--- config.mk ---
export PLATFORM = sky130hd
export DESIGN_NAME = wwdt_top
export DESIGN_NICKNAME = d
export VERILOG_FILES = /design/src/hw/wwdt_pkg.sv /design/src/hw/wwdt_top.sv
export VERILOG_INCLUDE_DIRS = /design/src /design/src/hw
export SDC_FILE = /design/constraint.sdc
export NUM_CORES = 1
export LEC_CHECK = 0
export ABC_AREA = 1
export BUFFER_PORTS_ARGS = -buffer_cell sky130_fd_sc_hd__buf_2
export CORE_MARGIN = 2
export CORE_UTILIZATION = 45
export DETAILED_ROUTE_END_ITERATION = 10
export PLACE_DENSITY = 0.78
export SLEW_MARGIN = 20
export SYNTH_ARGS = -nofsm -noshare
export SYNTH_HDL_FRONTEND = slang
export SYNTH_SLANG_ARGS = --single-unit
--- constraint.sdc ---
create_clock -name i_mclk -period 3.77 [get_ports i_mclk]
set_input_delay 0 -clock i_mclk [delete_from_list [all_inputs] [get_ports i_mclk]]
set_output_delay 0 -clock i_mclk [all_outputs]
set_load 0.02 [all_outputs]
--- src/hw/wwdt_consts.svh ---
// constants for the windowed watchdog: offsets, fields, resets, timing
// assumes a 32-bit avalon-mm slave with byte addresses
`ifndef WWDT_CONSTS_SVH
`define WWDT_CONSTS_SVH
`define WWDT_OFF_KEY 6'h00
`define WWDT_OFF_KEY_BITOP 6'h04
`define WWDT_OFF_MEMSIZE 6'h08
`define WWDT_OFF_RESET_CAUSE 6'h0c
`define WWDT_OFF_STATUS 6'h10
`define WWDT_OFF_MASK 6'h14
`define WWDT_OFF_COUNT 6'h18
`define WWDT_OFF_OPTION 6'h1c
`define WWDT_KEY_VALUE 8'hac
`define WWDT_OPTION_ADDR 16'h0080
`define WWDT_WIN_HI_BIT 6
`define WWDT_WIN_LO_BIT 5
`define WWDT_OVF_HI_BIT 3
`define WWDT_OVF_LO_BIT 1
`define WWDT_CAUSE_BIT 4
`define WWDT_EXEMPT_LO 16'hfb00
`define WWDT_IMS_RESET 8'h10
`define WWDT_IXS_RESET 4'h0
`define WWDT_RST_CYCLES 4'h8
`define WWDT_ST_CLEARED 0
`define WWDT_ST_FAULT 1
`endif

--- src/hw/wwdt_pkg.sv ---
// types shared by the windowed watchdog
// assumes nothing beyond a systemverilog compiler
package wwdt_pkg;
	typedef enum logic {WWDT_RUN, WWDT_RESET} wwdt_state_t;
	typedef enum logic [2:0] {
		WWDT_F_NONE, WWDT_F_OVF, WWDT_F_BITOP, WWDT_F_KEY,
		WWDT_F_CLOSED, WWDT_F_FETCH, WWDT_F_ACCESS
	} wwdt_fault_t;
endpackage

--- src/hw/wwdt_top.sv ---
// windowed watchdog timer with avalon-mm register slave
// assumes the cpu monitor inputs are on i_mclk and the low-speed
// oscillator arrives asynchronously as a plain input
//
// The placing of the registers and the Avalon-MM slave port were left to the implementer.
`include "wwdt_consts.svh"
module wwdt_top #(
	parameter int CNT_W = 16,
	parameter int OVF_BASE_LOG2 = 7
) (
	input wire logic i_mclk,
	input wire logic i_reset_n,
	input wire logic i_lsosc,
	input wire logic [7:0] i_option_byte,
	input wire logic [5:0] i_avs_address,
	input wire logic i_avs_read,
	input wire logic i_avs_write,
	input wire logic [31:0] i_avs_writedata,
	input wire logic [3:0] i_avs_byteenable,
	output logic [31:0] o_avs_readdata,
	output logic o_avs_waitrequest,
	input wire logic i_cpu_fetch,
	input wire logic i_cpu_access,
	input wire logic [15:0] i_cpu_addr,
	output logic o_internal_reset,
	output logic o_irq
);
	generate
		if (CNT_W < OVF_BASE_LOG2 + 8 || CNT_W > 31) begin : g_chk
			$error("wwdt_top: CNT_W cannot hold the longest period");
		end
	endgenerate

	// low-speed oscillator synchroniser
	logic osc1_reg, osc2_reg, osc3_reg, osc_lvl_reg, osc_lvl_next;
	logic tick;

	always_ff @(posedge i_mclk or negedge i_reset_n) begin
		if (!i_reset_n) begin
			osc1_reg <= 1'b0;
			osc2_reg <= 1'b0;
			osc3_reg <= 1'b0;
		end else begin
			osc1_reg <= i_lsosc;
			osc2_reg <= osc1_reg;
			osc3_reg <= osc2_reg;
		end
	end

	always_comb begin
		osc_lvl_next = osc_lvl_reg;
		if (osc2_reg == osc3_reg) begin
			osc_lvl_next = osc3_reg;
		end
		tick = osc_lvl_next & ~osc_lvl_reg;
	end

	// bus handshake
	logic ack_reg, ack_next, req, wr_go, rd_go;
	logic [31:0] rdata_reg, rdata_next;

	assign req = i_avs_read | i_avs_write;
	assign o_avs_waitrequest = req & ~ack_reg;
	assign o_avs_readdata = rdata_reg;
	assign wr_go = i_avs_write & ~ack_reg;
	assign rd_go = i_avs_read & ~ack_reg;

	// watchdog state
	wwdt_pkg::wwdt_state_t state_reg, state_next;
	wwdt_pkg::wwdt_fault_t fault;
	logic [CNT_W-1:0] cnt_reg, cnt_next;
	logic [CNT_W-1:0] period, closed_len;
	logic [3:0] rst_cnt_reg, rst_cnt_next;
	logic first_done_reg, first_done_next;
	logic opt_taken_reg, opt_taken_next;
	logic [7:0] option_reg, option_next;
	logic [7:0] ims_reg, ims_next;
	logic [3:0] ixs_reg, ixs_next;
	logic cause_reg, cause_next;
	logic [1:0] status_reg, status_next;
	logic [1:0] mask_reg, mask_next;
	logic [2:0] ovf_sel;
	logic [1:0] win_sel;
	logic [18:0] mem_limit;
	logic win_open, key_wr, key_ok, cleared;

	always_comb begin
		win_sel = option_reg[`WWDT_WIN_HI_BIT:`WWDT_WIN_LO_BIT];
		ovf_sel = option_reg[`WWDT_OVF_HI_BIT:`WWDT_OVF_LO_BIT];
		period = CNT_W'(1) << (OVF_BASE_LOG2 + int'(ovf_sel));
		// closed part = period * (3 - code) / 4
		closed_len = CNT_W'((period >> 2) * CNT_W'(2'd3 - win_sel));
		win_open = cnt_reg >= closed_len;
		mem_limit = {1'b0, ims_reg, 10'h000} + {3'b000, ixs_reg, 12'h000};
	end

	always_comb begin
		key_wr = wr_go && i_avs_address == `WWDT_OFF_KEY
			&& i_avs_byteenable[0];
		key_ok = i_avs_writedata[7:0] == `WWDT_KEY_VALUE;
		fault = wwdt_pkg::WWDT_F_NONE;
		if (state_reg == wwdt_pkg::WWDT_RUN) begin
			if (tick && cnt_reg == period - CNT_W'(1)) begin
				fault = wwdt_pkg::WWDT_F_OVF;
			end else if (wr_go
				&& i_avs_address == `WWDT_OFF_KEY_BITOP) begin
				fault = wwdt_pkg::WWDT_F_BITOP;
			end else if (key_wr && !key_ok) begin
				fault = wwdt_pkg::WWDT_F_KEY;
			end else if (key_wr && first_done_reg && !win_open) begin
				fault = wwdt_pkg::WWDT_F_CLOSED;
			end else if (i_cpu_fetch && {3'b000, i_cpu_addr} >= mem_limit
				&& i_cpu_addr < `WWDT_EXEMPT_LO) begin
				fault = wwdt_pkg::WWDT_F_FETCH;
			end else if (i_cpu_access
				&& {3'b000, i_cpu_addr} >= mem_limit
				&& i_cpu_addr < `WWDT_EXEMPT_LO) begin
				fault = wwdt_pkg::WWDT_F_ACCESS;
			end
		end
		cleared = state_reg == wwdt_pkg::WWDT_RUN && key_wr && key_ok
			&& fault == wwdt_pkg::WWDT_F_NONE;
	end

	always_comb begin
		state_next = state_reg;
		cnt_next = cnt_reg;
		rst_cnt_next = rst_cnt_reg;
		first_done_next = first_done_reg;
		opt_taken_next = 1'b1;
		option_next = option_reg;
		ims_next = ims_reg;
		ixs_next = ixs_reg;
		cause_next = cause_reg;
		status_next = status_reg;
		mask_next = mask_reg;
		ack_next = req & ~ack_reg;
		rdata_next = rdata_reg;
		// option byte caught once after reset release
		if (!opt_taken_reg) begin
			option_next = i_option_byte;
		end
		case (state_reg)
			wwdt_pkg::WWDT_RUN: begin
				if (fault != wwdt_pkg::WWDT_F_NONE) begin
					state_next = wwdt_pkg::WWDT_RESET;
					rst_cnt_next = `WWDT_RST_CYCLES;
					cnt_next = '0;
					first_done_next = 1'b0;
				end else if (cleared) begin
					cnt_next = '0;
					first_done_next = 1'b1;
				end else if (tick) begin
					cnt_next = cnt_reg + CNT_W'(1);
				end
			end
			wwdt_pkg::WWDT_RESET: begin
				rst_cnt_next = rst_cnt_reg - 4'h1;
				if (rst_cnt_reg == 4'h1) begin
					state_next = wwdt_pkg::WWDT_RUN;
				end
			end
			default: begin
				state_next = wwdt_pkg::WWDT_RUN;
			end
		endcase
		// register writes
		if (wr_go && i_avs_address == `WWDT_OFF_MEMSIZE) begin
			if (i_avs_byteenable[0]) begin
				ims_next = i_avs_writedata[7:0];
			end
			if (i_avs_byteenable[1]) begin
				ixs_next = i_avs_writedata[11:8];
			end
		end
		if (wr_go && i_avs_address == `WWDT_OFF_MASK
			&& i_avs_byteenable[0]) begin
			mask_next = i_avs_writedata[1:0];
		end
		// reads, with read-to-clear flags
		if (rd_go) begin
			rdata_next = '0;
			case (i_avs_address)
				`WWDT_OFF_MEMSIZE: rdata_next[11:0] = {ixs_reg, ims_reg};
				`WWDT_OFF_RESET_CAUSE: begin
					rdata_next[`WWDT_CAUSE_BIT] = cause_reg;
					cause_next = 1'b0;
				end
				`WWDT_OFF_STATUS: begin
					rdata_next[1:0] = status_reg;
					status_next = 2'b00;
				end
				`WWDT_OFF_MASK: rdata_next[1:0] = mask_reg;
				`WWDT_OFF_COUNT: rdata_next[CNT_W-1:0] = cnt_reg;
				`WWDT_OFF_OPTION: rdata_next[7:0] = option_reg;
				default: rdata_next = '0;
			endcase
		end
		// hardware set wins over read clear
		if (fault != wwdt_pkg::WWDT_F_NONE) begin
			cause_next = 1'b1;
			status_next[`WWDT_ST_FAULT] = 1'b1;
		end
		if (cleared) begin
			status_next[`WWDT_ST_CLEARED] = 1'b1;
		end
	end

	always_ff @(posedge i_mclk or negedge i_reset_n) begin
		if (!i_reset_n) begin
			osc_lvl_reg <= 1'b0;
			ack_reg <= 1'b0;
			rdata_reg <= 32'h0000_0000;
			state_reg <= wwdt_pkg::WWDT_RUN;
			cnt_reg <= '0;
			rst_cnt_reg <= 4'h0;
			first_done_reg <= 1'b0;
			opt_taken_reg <= 1'b0;
			option_reg <= 8'hff;
			ims_reg <= `WWDT_IMS_RESET;
			ixs_reg <= `WWDT_IXS_RESET;
			cause_reg <= 1'b0;
			status_reg <= 2'b00;
			mask_reg <= 2'b00;
		end else begin
			osc_lvl_reg <= osc_lvl_next;
			ack_reg <= ack_next;
			rdata_reg <= rdata_next;
			state_reg <= state_next;
			cnt_reg <= cnt_next;
			rst_cnt_reg <= rst_cnt_next;
			first_done_reg <= first_done_next;
			opt_taken_reg <= opt_taken_next;
			option_reg <= option_next;
			ims_reg <= ims_next;
			ixs_reg <= ixs_next;
			cause_reg <= cause_next;
			status_reg <= status_next;
			mask_reg <= mask_next;
		end
	end

	assign o_internal_reset = state_reg == wwdt_pkg::WWDT_RESET;
	assign o_irq = |(status_reg & mask_reg);
endmodule

==> results of run 1 <==
-- what timing repair did --
action,4_1_cts,5_1_grt
pin swaps,0,29
setup buffers,0,7
endpoints found under the hold margin,47,0
setup endpoints to repair,1,25
gates cloned,0,3
gates resized for setup,1,31
hold buffers,23,0
-- placed cells by master, fill, tap and decap left out, types with 3 or more instances in the layout --
master	count
sky130_fd_sc_hd__mux2_2	5
sky130_fd_sc_hd__nor2_2	3
sky130_fd_sc_hd__nor4_1	3
sky130_fd_sc_hd__inv_1	68
sky130_fd_sc_hd__o21ai_0	8
sky130_fd_sc_hd__clkbuf_16	11
sky130_fd_sc_hd__nand3_1	43
sky130_fd_sc_hd__o22ai_1	8
sky130_fd_sc_hd__nor2_1	66
sky130_fd_sc_hd__buf_2	69
sky130_fd_sc_hd__mux2_1	4
sky130_fd_sc_hd__xor2_1	22
sky130_fd_sc_hd__dfstp_2	9
sky130_fd_sc_hd__nor3_1	11
sky130_fd_sc_hd__ha_4	3
sky130_fd_sc_hd__o31ai_1	6
sky130_fd_sc_hd__xnor2_1	10
sky130_fd_sc_hd__dfrtp_1	60
sky130_fd_sc_hd__a21oi_2	4
sky130_fd_sc_hd__conb_1	31
sky130_fd_sc_hd__ha_1	53
sky130_fd_sc_hd__a21oi_1	28
sky130_fd_sc_hd__o21ai_1	18
sky130_fd_sc_hd__a22oi_1	5
sky130_fd_sc_hd__nand2_2	10
sky130_fd_sc_hd__inv_2	18
sky130_fd_sc_hd__nand4_1	20
sky130_fd_sc_hd__nand3_2	4
sky130_fd_sc_hd__buf_6	5
sky130_fd_sc_hd__dlygate4sd3_1	23
sky130_fd_sc_hd__buf_4	13
sky130_fd_sc_hd__nand2_1	123
-- cell families after synthesis --
kind of cell    Yosys count  synth area share (%)
buf+inv                 125                  10.6
fa+ha+maj                58                  14.1
flops                    69                  33.2
xor+xnor                 33                  5.52
other cells               2                 0.143
mux                       9                  1.94
compound gates           92                  10.3
simple gates            291                  24.1
-- worst paths after layout --
path	from	end	slack, ns	depth (start not counted)
hold reg to reg	osc1_reg	osc2_reg	0.35	0
setup reg to reg	option_reg[1]	cnt_reg[2]	-0.01	24
setup / recovery	option_reg[1]	cnt_reg[2]	-0.01	24
min in group asynchronous	i_reset_n	osc1_reg	0.29	2
max in group asynchronous	i_reset_n	ims_reg[4]	2.44	3
hold / removal	i_avs_byteenable[0]	mask_reg[1]	0.03	3
-- where the power goes --
| group | switching (mW) | internal (mW) | leakage, nW |
|---|---|---|---|
| combinational | 0.396 | 0.290 | 2.39 |
| clock | 0.330 | 0.579 | 0.156 |
| sequential | 0.0821 | 0.814 | 0.885 |
-- critical path, delay by kind of cell (launching register included) --
kind,cells,cell delay (ns)
AOI/OAI and AO/OA,6,0.92
and+or+nand+nor,10,0.87
adders and majority gates,3,0.76
DFF,1,0.61
buffers and inverters,4,0.35
xor gates and xnor gates,1,0.13
-- metal layers --
metal  wire length [um]  up-vias  track usage [%]
met5                  0        -                0
met4                412        0             7.90
met3                870       35             4.03
met2               6440      177             34.2
met1               5850     2291             28.1
li1                   -     2438                -
-- synthesized netlist by cell type, types with 2 or more instances --
cell,n
sky130_fd_sc_hd__dfrtp_1,60
sky130_fd_sc_hd__nand3b_1,2
sky130_fd_sc_hd__nor2_2,3
sky130_fd_sc_hd__o31ai_1,6
sky130_fd_sc_hd__nor4_1,3
sky130_fd_sc_hd__ha_1,56
sky130_fd_sc_hd__or2_2,2
sky130_fd_sc_hd__clkbuf_1,8
sky130_fd_sc_hd__conb_1,2
sky130_fd_sc_hd__nor2_1,68
sky130_fd_sc_hd__o21ai_0,8
sky130_fd_sc_hd__o21bai_1,2
sky130_fd_sc_hd__mux2_1,4
sky130_fd_sc_hd__inv_1,69
sky130_fd_sc_hd__nand2_2,3
sky130_fd_sc_hd__fa_1,2
sky130_fd_sc_hd__nand3_1,46
sky130_fd_sc_hd__a22oi_1,5
sky130_fd_sc_hd__nand4_1,20
sky130_fd_sc_hd__nand2_1,131
sky130_fd_sc_hd__xor2_1,22
sky130_fd_sc_hd__mux2_2,5
sky130_fd_sc_hd__o22ai_1,8
sky130_fd_sc_hd__buf_4,18
sky130_fd_sc_hd__inv_2,18
sky130_fd_sc_hd__nor3_1,11
sky130_fd_sc_hd__buf_2,9
sky130_fd_sc_hd__a21oi_1,32
sky130_fd_sc_hd__a21o_1,2
sky130_fd_sc_hd__o21ai_1,19
sky130_fd_sc_hd__dfstp_2,9
sky130_fd_sc_hd__a211oi_1,2
sky130_fd_sc_hd__xnor2_1,11
-- final cells by class --
cell class / instances / area (sq um) / area share [%]
Multi-Input combinational cell: 514 / 3180 / 48.6
Sequential cell: 69 / 1740 / 26.6
Timing Repair Buffer: 113 / 800 / 12.2
Inverter: 88 / 333 / 5.09
Clock buffer: 10 / 229 / 3.50
Tap cell: 143 / 179 / 2.73
Clock inverter: 6 / 87.6 / 1.34
-- per-stage QoR --
stage	cell area (sq um)	utilization, %
2_1_floorplan	5340	-
3_3_place_gp	5740	50.5
3_5_place_dp	5740	50.5
4_1_cts	6290	55.3
5_1_grt	6540	57.6
6_report	6540	57.6
==> metrics.log, run 1 <==
[metrics] status: finished, violations left
[metrics] failing checks: setup timing
[metrics] Filler Cells Inserted: 980
[metrics] overall via count from detail_route: 4,941
[metrics] detail-routed net length per standard cell: 14.4 um
[metrics] root cell of the clock tree: sky130_fd_sc_hd__clkbuf_16
[metrics] critical path, cell by cell: inv_4, nor2_4, inv_2, nor2_4, inv_2, nor2_1, ha_1, ha_4, a21oi_2, o211ai_1, a21oi_1, o21bai_1, nand3_1, nand2_2, xnor2_2, ha_1, a21oi_2, o2111a_1, nand2_1, nand2_2, nand2_8, clkbuf_16, nand4_1, nand2_1
[metrics] maximum number of pins on one net before global-route repair: 39
[metrics] share of the synthesized area in the top cell type: 28.7%
[metrics] final wirelength: 13.6 mm
[metrics] Critical Path AT: 4.00 ns
[metrics] number of enable-type register cells in the synthesized netlist: 0
[metrics] total of buffers placed on input and output ports: 69
[metrics] slew at the pin with the worst max-slew slack: 0.805 ns
[metrics] largest area contributor in the synthesized netlist: sky130_fd_sc_hd__dfrtp_1
[metrics] worst vdd rail ir drop: 409 uV
[metrics] synth top area cells: sky130_fd_sc_hd__dfrtp_1 (29%), sky130_fd_sc_hd__ha_1 (13%), sky130_fd_sc_hd__nand2_1 (9.4%)
[metrics] Setup CP Type: flip-flop to flip-flop
[metrics] Starting Density: 46.0%
[metrics] number of cells after detailed placement: 894
[metrics] initial antenna violation count: 0
[metrics] clk sink count: 69
[metrics] HPWL reported at the end of detailed placement: 9.61 mm
[metrics] Max Fclk: 265 MHz
[metrics] share of layout cells above drive strength 1: 21.4%
[metrics] power density over the cells: 381 nW/um^2
[metrics] final cycle utilization of the critical path: 100%
[metrics] average footprint of a synthesized cell: 7.71 sq um
[metrics] Mapped Cells: 679
[metrics] post-synthesis sequential area ratio: 33.2%
[metrics] Worst EP required: 3.99 ns
[metrics] Async S/R FF share, synth: 100%
[metrics] clock-pin slew on the worst setup and hold paths: 0.06 ns
[metrics] Clock Tree Buf Depth: 2
[metrics] Top Ports: 108
[metrics] DR iter-0 viols: 474
[metrics] row count: 39
[metrics] count of maximum capacitance violations: 0
[metrics] die boundary height: 112 um
[metrics] Critical Path Source Type: flip-flop
[metrics] number of global-route vias before repair: 4,469
[metrics] maximum fanout encountered on the critical timing path: 7
[metrics] Final setup violation count: 2
[metrics] count of different cell masters after synthesis: 46
[metrics] setup TNS: -0.0148 ns
[metrics] TritonCTS clock tree: built
[metrics] FF+latch count, synth: 69
[metrics] final non-filler cell total: 943
[metrics] GRT Overall Usage: 21.1%
[metrics] clock network latency to the later pin of the worst-skew pair: 0.34 ns
[metrics] total standard cell area after synthesis: 5240 sq um
[metrics] Power, Total: 2.49 mW
[metrics] leakage power summed over all cells: 3.44 nW
[metrics] kind of end point of the critical path: flip-flop
[metrics] pre-CTS WS: 0.0122 ns
[metrics] worst max-slew margin expressed relative to the limit: 46.3%
[metrics] H-tree levels: 3
[metrics] wire length of the first global-routing pass: 21.4 mm
[metrics] drt pass-1 iters: 5
[metrics] worst setup margin: -0.0106 ns
[metrics] worst clock skew on the final layout: 0.0102 ns
[metrics] diodes inserted: 0
[metrics] hold violation count in the final report: 0
[metrics] final RePlAce weighted congestion: 0.916
[metrics] clock buffer count from CTS: 9
[metrics] width of the die: 112 um
[metrics] cell with the largest stage delay on the worst path: sky130_fd_sc_hd__dfstp_2
[metrics] Die Footprint: 12,500 sq um
[metrics] Most used DFF post-synth: sky130_fd_sc_hd__dfrtp_1
[metrics] fin nets: 926
[metrics] count of yosys warnings during synthesis: 0
[metrics] Core Box Area: 11,400 sq um
[metrics] layout overhead on the synthesized area: 25.0%
[metrics] largest incremental delay on the critical path: 0.61 ns
[metrics] Final ANT Viol Nets: 0
[metrics] worst min path class: input port to flip-flop
[metrics] final max-slew violation count: 0
[metrics] WHS: 0.0338 ns
[metrics] overflow left after global routing: 0
[metrics] setup repair after global routing missed its margin: yes
[metrics] Vias per Instance: 5.24
[metrics] DRC: 0
[metrics] clock period minus final worst setup slack: 3.78 ns
No activity file was read; power rests on OpenSTA's default activity.
==> run 2, diff against run 1 <==
--- a/config.mk
+++ b/config.mk
@@ -8,10 +8,13 @@
 export LEC_CHECK = 0
 export ABC_AREA = 1
 export BUFFER_PORTS_ARGS = -buffer_cell sky130_fd_sc_hd__buf_2
+export CELL_PAD_IN_SITES_DETAIL_PLACEMENT = 1
+export CELL_PAD_IN_SITES_GLOBAL_PLACEMENT = 1
 export CORE_MARGIN = 2
-export CORE_UTILIZATION = 45
+export CORE_UTILIZATION = 37
 export DETAILED_ROUTE_END_ITERATION = 10
-export PLACE_DENSITY = 0.78
+export GPL_ROUTABILITY_DRIVEN = 0
+export PLACE_DENSITY = 0.86
 export SLEW_MARGIN = 20
 export SYNTH_ARGS = -nofsm -noshare
 export SYNTH_HDL_FRONTEND = slang
==> run 2 against run 1 <==
  * The flow still finishes with violations (setup timing)
  * First-iteration DRC count is 17% lower
  * Hold slack improved by 0.012 ns
  * Wire length rose by 39%
  * Clock power decreased by 9.2%
  * Register-to-register slack hardly changed
  * Critical path depth down 1
  * Utilization decreased by 8.6 points
  * Via count is 8.0% higher
  * Worst setup slack got worse by 0.0023 ns
  * Non-clock buffer count increased by 10
  * Critical endpoint is now cnt_reg[8]
==> metrics.log, run 2 (synthesized netlist as in run 1, its figures left out) <==
[metrics] overall via count from detail_route: 5,337 (+8.0%)
[metrics] final wirelength: 18.8 mm (+39%)
[metrics] H-tree levels: 3 (unchanged)
[metrics] final std cell area, no fill: 6770 sq um (+3.4%)
[metrics] overflow left after global routing: 0 (unchanged)
[metrics] final max-slew violation count: 0 (unchanged)
[metrics] clock buffer count from CTS: 9 (unchanged)
[metrics] number of global-route vias before repair: 5,484 (+23%)
[metrics] worst clock skew on the final layout: 0.0124 ns (+0.00219 ns)
[metrics] DR iter-0 viols: 394 (-17%)
[metrics] Area after DPL: 5820 sq um (+1.5%)
[metrics] die boundary height: 123 um (+9.9%)
[metrics] commonest cells after routing, fill and taps aside: sky130_fd_sc_hd__nand2_1 (123), sky130_fd_sc_hd__buf_2 (69), sky130_fd_sc_hd__inv_1 (66)
[metrics] Core Box Area: 13,800 sq um (+22%)
[metrics] initial antenna violation count: 0 (unchanged)
[metrics] power density over the cells: 368 nW/um^2 (-3.4%)
[metrics] setup repair after global routing missed its margin: yes
[metrics] width of the die: 123 um (+9.9%)
[metrics] Final ANT Viol Nets: 0 (unchanged)
[metrics] root cell of the clock tree: sky130_fd_sc_hd__clkbuf_16
[metrics] Die Footprint: 15,100 sq um (+21%)
[metrics] diodes inserted: 0 (unchanged)
[metrics] most common library cell in the layout ignoring fill and taps: sky130_fd_sc_hd__nand2_1
[metrics] TritonCTS clock tree: built
[metrics] Worst EP required: 4.00 ns (about the same)
[metrics] clock period minus final worst setup slack: 3.78 ns (+0.00228 ns)
[metrics] layout overhead on the synthesized area: 29.3%
[metrics] Final setup violation count: 2 (unchanged)
[metrics] depth of the most critical reg-to-reg path: 23 (-4.2%)
[metrics] hold violation count in the final report: 0 (unchanged)
[metrics] Critical Path Source Type: flip-flop
[metrics] Top Ports: 108 (unchanged)
[metrics] endpoint of the worst-slack reg-to-reg timing path: cnt_reg[8]
[metrics] number of cells after detailed placement: 936 (+4.7%)
[metrics] HPWL reported at the end of detailed placement: 11.7 mm (+22%)
[metrics] Setup CP Type: flip-flop to flip-flop
[metrics] worst min path class: input port to flip-flop
[metrics] worst setup margin: -0.0129 ns (-0.00228 ns)
[metrics] worst max-slew margin expressed relative to the limit: 48.5% (+2.2 points)
[metrics] fin nets: 936 (+1.1%)
[metrics] maximum number of pins on one net before global-route repair: 38 (-2.6%)
[metrics] wire length of the first global-routing pass: 27.7 mm (+30%)
[metrics] failing checks: setup timing
[metrics] leakage power summed over all cells: 3.48 nW (+1.2%)
[metrics] Critical R2R Launch: option_reg[2]
[metrics] DRC: 0 (unchanged)
[metrics] slew at the pin with the worst max-slew slack: 0.770 ns (-0.0350 ns)
[metrics] Max Fclk: 264 MHz (about the same)
[metrics] clock-pin slew on the worst setup and hold paths: 0.07 ns (about the same)
[metrics] total of buffers placed on input and output ports: 69 (unchanged)
[metrics] worst vdd rail ir drop: 190 uV (-54%)
[metrics] detail-routed net length per standard cell: 19.0 um (+32%)
[metrics] Vias per Instance: 5.39 (+2.9%)
[metrics] final cycle utilization of the critical path: 100% (about the same)
[metrics] drt pass-1 iters: 5 (unchanged)
[metrics] count of maximum capacitance violations: 0 (unchanged)
[metrics] reg-to-reg setup timing slack: -0.01 ns (about the same)
[metrics] status: finished, violations left
[metrics] depth of the worst hold-timing path: 3 (unchanged)
[metrics] hold worst-path end: mask_reg[0]
[metrics] Clock Tree Buf Depth: 2 (unchanged)
[metrics] kind of end point of the critical path: flip-flop
[metrics] maximum fanout encountered on the critical timing path: 6 (-1)
[metrics] Critical Path AT: 4.01 ns (about the same)
[metrics] GRT Overall Usage: 23.8% (+2.7 points)
[metrics] clock network latency to the later pin of the worst-skew pair: 0.35 ns (about the same)
[metrics] hold path startpoint: i_avs_byteenable[0]
[metrics] Starting Density: 37.9% (-8.2 points)
[metrics] final non-filler cell total: 990 (+5.0%)
[metrics] share of layout cells above drive strength 1: 24.3% (+2.9 points)
[metrics] clk sink count: 69 (unchanged)
[metrics] row count: 43 (+10%)
[metrics] pre-CTS WS: -0.193 ns (-0.205 ns)
==> run 2: cell types whose count changed in the layout (fill, tap and decap cells not counted), moves of 3 or more <==
cell,previous run,this run
sky130_fd_sc_hd__buf_4,13,21
sky130_fd_sc_hd__nand3_1,43,37
sky130_fd_sc_hd__nand3_2,4,10
sky130_fd_sc_hd__nor2_1,66,61
sky130_fd_sc_hd__nor2_4,2,7
sky130_fd_sc_hd__ha_1,53,50
sky130_fd_sc_hd__ha_4,3,6
==> run 2: power breakdown <==
part | internal, mW | total, mW | switching (mW) | leakage, nW
logic | 0.312 | 0.765 | 0.453 | 2.46
registers | 0.814 | 0.900 | 0.0863 | 0.885
clock network | 0.465 | 0.825 | 0.360 | 0.136
total | 1.59 | 2.49 | 0.899 | 3.48
==> run 2: cell type report <==
| cell class | instances | area (sq um) |
|---|---|---|
| Tap cell | 180 | 225 |
| Timing Repair Buffer | 123 | 900 |
| Clock inverter | 5 | 35.0 |
| Sequential cell | 69 | 1740 |
| Fill cell | 1671 | 7060 |
| Clock buffer | 11 | 243 |
| Inverter | 88 | 333 |
| Multi-Input combinational cell | 514 | 3290 |
==> run 2: timing repair <==
action,in CTS,in global routing
setup endpoints to repair,25,25
gates cloned,2,2
buffers inserted,6,7
endpoints found under the hold margin,48,0
hold buffers,23,0
gates resized for setup,18,44
pin swaps,12,33
==> run 2: worst max-delay path by stage <==
stage             startpoint         end  slack, ns  depth (start not counted)
2_1_floorplan  option_reg[2]  cnt_reg[3]       0.27                         25
3_3_place_gp   option_reg[2]  cnt_reg[2]      -0.02                         24
3_5_place_dp   option_reg[2]  cnt_reg[5]      -0.19                         24
4_1_cts        option_reg[1]  cnt_reg[7]      0.003                         25
5_1_grt        option_reg[2]  cnt_reg[9]      -0.20                         23
6_report       option_reg[2]  cnt_reg[8]      -0.01                         23
==> run 2: stage by stage <==
stage / hold WS, ns / setup TNS (ns) / power, mW / util, %
global placement: 0.104 / -0.296 / 1.46 / 42.1
global route: 0.0512 / -3.99 / 2.62 / 48.9
detailed placement: 0.112 / -3.69 / 1.49 / 42.1
floorplan: -0.296 / 0 / 1.31 / -
CTS: 0.0463 / 0 / 2.42 / 47.1
finish: 0.0463 / -0.0139 / 2.49 / 48.9
==> run 2: worst max-delay path, cell delays in order (launching register included) <==
cell and delay [ns]:
sky130_fd_sc_hd__dfstp_2 0.60, sky130_fd_sc_hd__nand2_4 0.09, sky130_fd_sc_hd__nor2_4 0.12, sky130_fd_sc_hd__inv_2 0.08, sky130_fd_sc_hd__nor2_4 0.12, sky130_fd_sc_hd__ha_4 0.23
sky130_fd_sc_hd__ha_4 0.25, sky130_fd_sc_hd__a21oi_2 0.13, sky130_fd_sc_hd__o211ai_1 0.12, sky130_fd_sc_hd__a21oi_1 0.21, sky130_fd_sc_hd__o21bai_2 0.11, sky130_fd_sc_hd__xnor2_1 0.15
sky130_fd_sc_hd__ha_1 0.32, sky130_fd_sc_hd__inv_2 0.07, sky130_fd_sc_hd__nor3_1 0.05, sky130_fd_sc_hd__a211oi_1 0.21, sky130_fd_sc_hd__nand2_1 0.10, sky130_fd_sc_hd__nand2_1 0.08
sky130_fd_sc_hd__nand2_1 0.06, sky130_fd_sc_hd__nand2_2 0.11, sky130_fd_sc_hd__nand2_8 0.11, sky130_fd_sc_hd__clkbuf_16 0.19, sky130_fd_sc_hd__nand4_1 0.08, sky130_fd_sc_hd__nand2_1 0.08
==> run 2: layer usage <==
metal | up-vias | GRT usage, % | wire [um]
met2 | 192 | 41.8 | 9460
met5 | - | 0 | 0
met4 | 0 | 9.63 | 724
met3 | 55 | 5.67 | 1200
li1 | 2454 | - | -
met1 | 2636 | 27.8 | 7430
==> run 3, diff against run 2 <==
--- a/config.mk
+++ b/config.mk
@@ -15,6 +15,7 @@
 export DETAILED_ROUTE_END_ITERATION = 10
 export GPL_ROUTABILITY_DRIVEN = 0
 export PLACE_DENSITY = 0.86
+export SKIP_LAST_GASP = 1
 export SLEW_MARGIN = 20
 export SYNTH_ARGS = -nofsm -noshare
 export SYNTH_HDL_FRONTEND = slang
==> run 3 against run 2 <==
  * The flow still finishes with violations (setup timing)
  * Sequential power hardly changed
  * Critical path depth stayed put
  * Final cell count stayed put
  * Combinational power is 1% lower
  * Utilization is 0.22 points lower
  * Largest cell class unchanged
  * Highest routed layer unchanged
==> metrics.log, run 3 (synthesized netlist as in run 1, its figures left out) <==
[metrics] Setup CP Type: flip-flop to flip-flop
[metrics] worst clock skew on the final layout: 0.0117 ns (-0.000714 ns)
[metrics] clock buffer count from CTS: 9 (unchanged)
[metrics] overall via count from detail_route: 5,342 (+0.094%)
[metrics] layout overhead on the synthesized area: 28.7%
[metrics] library cell appearing most often on the critical path: sky130_fd_sc_hd__nand2_1
[metrics] failing checks: setup timing
[metrics] leakage power summed over all cells: 3.48 nW (about the same)
[metrics] hold violation count in the final report: 0 (unchanged)
[metrics] HPWL reported at the end of detailed placement: 11.7 mm (unchanged)
[metrics] maximum fanout encountered on the critical timing path: 6 (unchanged)
[metrics] GRT Overall Usage: 23.8% (unchanged)
[metrics] NetSw: 0.884 mW (-1.7%)
[metrics] slew at the pin with the worst max-slew slack: 0.763 ns (-0.00778 ns)
[metrics] kind of end point of the critical path: flip-flop
[metrics] Filler Cells Inserted: 1,663 (-0.48%)
[metrics] worst max-slew margin expressed relative to the limit: 49.0% (+0.52 points)
[metrics] clock network fraction of total power: 33.1% (about the same)
[metrics] number of global-route vias before repair: 5,484 (unchanged)
[metrics] Core Box Area: 13,800 sq um (unchanged)
[metrics] maximum number of pins on one net before global-route repair: 38 (unchanged)
[metrics] Final setup violation count: 21 (+19)
[metrics] pre-CTS WS: -0.193 ns (unchanged)
[metrics] critical path, cell by cell: nand2_4, nor2_4, inv_2, nor2_4, ha_4, ha_4, a21oi_2, o211ai_1, a21oi_1, o21bai_2, xnor2_1, ha_1, inv_2, nor3_1, a211oi_1, nand2_1, nand2_1, nand2_1, nand2_2, nand2_8, buf_12, nand4_1, nand2_1
[metrics] clock-pin slew on the worst setup and hold paths: 0.06 ns (about the same)
[metrics] total of buffers placed on input and output ports: 69 (unchanged)
[metrics] fin nets: 936 (unchanged)
[metrics] met1 routing resource usage after global routing: 27.8% (unchanged)
[metrics] commonest cells after routing, fill and taps aside: sky130_fd_sc_hd__nand2_1 (123), sky130_fd_sc_hd__buf_2 (69), sky130_fd_sc_hd__inv_1 (66)
[metrics] diodes inserted: 0 (unchanged)
[metrics] worst min path class: input port to flip-flop
[metrics] setup repair after global routing missed its margin: yes
[metrics] Vias per Instance: 5.40 (about the same)
[metrics] die boundary height: 123 um (unchanged)
[metrics] DRC: 0 (unchanged)
[metrics] TritonCTS clock tree: built
[metrics] DR iter-0 viols: 332 (-16%)
[metrics] routing layer with the top usage in global route: met2
[metrics] Critical Path Source Type: flip-flop
[metrics] Top Ports: 108 (unchanged)
[metrics] status: finished, violations left
[metrics] setup TNS: -1.02 ns (-1.01 ns)
[metrics] worst setup margin: -0.105 ns (-0.0921 ns)
[metrics] final max-slew violation count: 0 (unchanged)
[metrics] Power, Total: 2.47 mW (-0.69%)
[metrics] final wirelength: 18.5 mm (-1.9%)
[metrics] Starting Density: 37.9% (unchanged)
[metrics] Reg power frac: 36.4% (+0.2 points)
[metrics] detail-routed net length per standard cell: 18.6 um (-1.9%)
[metrics] initial antenna violation count: 0 (unchanged)
[metrics] final std cell area, no fill: 6740 sq um (-0.44%)
[metrics] Worst EP required: 3.98 ns (-0.02 ns)
[metrics] Clock Tree Buf Depth: 2 (unchanged)
[metrics] width of the die: 123 um (unchanged)
[metrics] row count: 43 (unchanged)
[metrics] met3 Track Usage GR: 5.67% (unchanged)
[metrics] cell with the largest stage delay on the worst path: sky130_fd_sc_hd__dfstp_2
[metrics] share of layout cells above drive strength 1: 23.6% (-0.74 points)
[metrics] count of maximum capacitance violations: 0 (unchanged)
[metrics] global routing usage on met2: 41.8% (unchanged)
[metrics] share of the core filled with cells in the final layout: 48.7% (-0.22 points)
[metrics] power density over the cells: 367 nW/um^2 (-0.24%)
[metrics] wire length of the first global-routing pass: 27.7 mm (unchanged)
[metrics] drt pass-1 iters: 5 (unchanged)
[metrics] clock network latency to the later pin of the worst-skew pair: 0.35 ns (about the same)
[metrics] net switching share of the total power: 35.7% (-0.37 points)
[metrics] internal power contribution: 1.59 mW (-0.11%)
[metrics] root cell of the clock tree: sky130_fd_sc_hd__clkbuf_16
[metrics] H-tree levels: 3 (unchanged)
[metrics] most common library cell in the layout ignoring fill and taps: sky130_fd_sc_hd__nand2_1
[metrics] Area after DPL: 5820 sq um (unchanged)
[metrics] final cycle utilization of the critical path: 103% (+2.4 points)
[metrics] clock period minus final worst setup slack: 3.88 ns (+0.0921 ns)
[metrics] reg-to-reg setup timing slack: -0.11 ns (-0.09 ns)
[metrics] Final ANT Viol Nets: 0 (unchanged)
[metrics] proportion of power drawn by combinational gates: 30.5% (-0.2 points)
[metrics] largest incremental delay on the critical path: 0.60 ns (about the same)
[metrics] clk sink count: 69 (unchanged)
[metrics] Die Footprint: 15,100 sq um (unchanged)
[metrics] overflow left after global routing: 0 (unchanged)
[metrics] Max Fclk: 258 MHz (-2.4%)
[metrics] Critical Path AT: 4.09 ns (+0.08 ns)
[metrics] worst vdd rail ir drop: 188 uV (-0.82%)
## run 3: cell counts in the layout (fill, tap and decap cells not counted)
Identical to the previous run, type by type.
## run 3: worst max-delay path: cells and delay by family, from the launching register on
family / cells / cell delay [ns]
xor gates and xnor gates: 1 / 0.15
adders and majority gates: 3 / 0.81
and+or+nand+nor: 11 / 1.02
buffers and inverters: 3 / 0.31
DFF: 1 / 0.60
AOI/OAI and AO/OA: 5 / 0.84
## run 3: per-stage QoR
step	hold slack, ns	cells
final	0.0558	990
after floorplan	-0.296	708
after detailed placement	0.112	936
after CTS	0.0463	983
after global placement	0.104	936
after global routing	0.0516	990
## run 3: what timing repair did
item | 4_1_cts | 5_1_grt
gates cloned | 2 | 2
endpoints found under the hold margin | 48 | 0
buffers inserted | 6 | 7
resized for setup | 18 | 38
pin swaps | 10 | 33
hold buffers | 23 | 0
endpoints found under the setup margin | 25 | 25
## run 3: path summary, 6_finish.rpt
check	start	to	cells after the start
worst min register to register	osc1_reg	osc2_reg	0
worst max register to register	option_reg[2]	cnt_reg[9]	23
worst max-delay path	option_reg[2]	cnt_reg[9]	23
min in group asynchronous	i_reset_n	o_avs_readdata[0]	2
worst min-delay path	i_avs_byteenable[0]	mask_reg[0]	3
max in group asynchronous	i_reset_n	ims_reg[4]	3
## run 3: layout make-up
cell class	instances	area [sq um]	area share [%]
Inverter	88	333	4.94
Clock buffer	11	243	3.60
Clock inverter	5	35.0	0.520
Tap cell	180	225	3.34
Sequential cell	69	1740	25.8
Multi-Input combinational cell	514	3260	48.4
Timing Repair Buffer	123	900	13.4
## run 3: routing by layer
metal | share of wire [%] | vias up
li1 | - | 2451
met1 | 40 | 2639
met3 | 6.0 | 54
met4 | 3.5 | 0
met2 | 50 | 198
met5 | 0 | -
## run 3: power by group through the flow
stage / combinational (mW) / clock [mW] / sequential [mW]
after floorplan: 0.425 / 0 / 0.880
after global placement: 0.560 / 0 / 0.902
after detailed placement: 0.585 / 0 / 0.907
after CTS: 0.689 / 0.833 / 0.894
after global routing: 0.834 / 0.867 / 0.909
final: 0.755 / 0.819 / 0.899
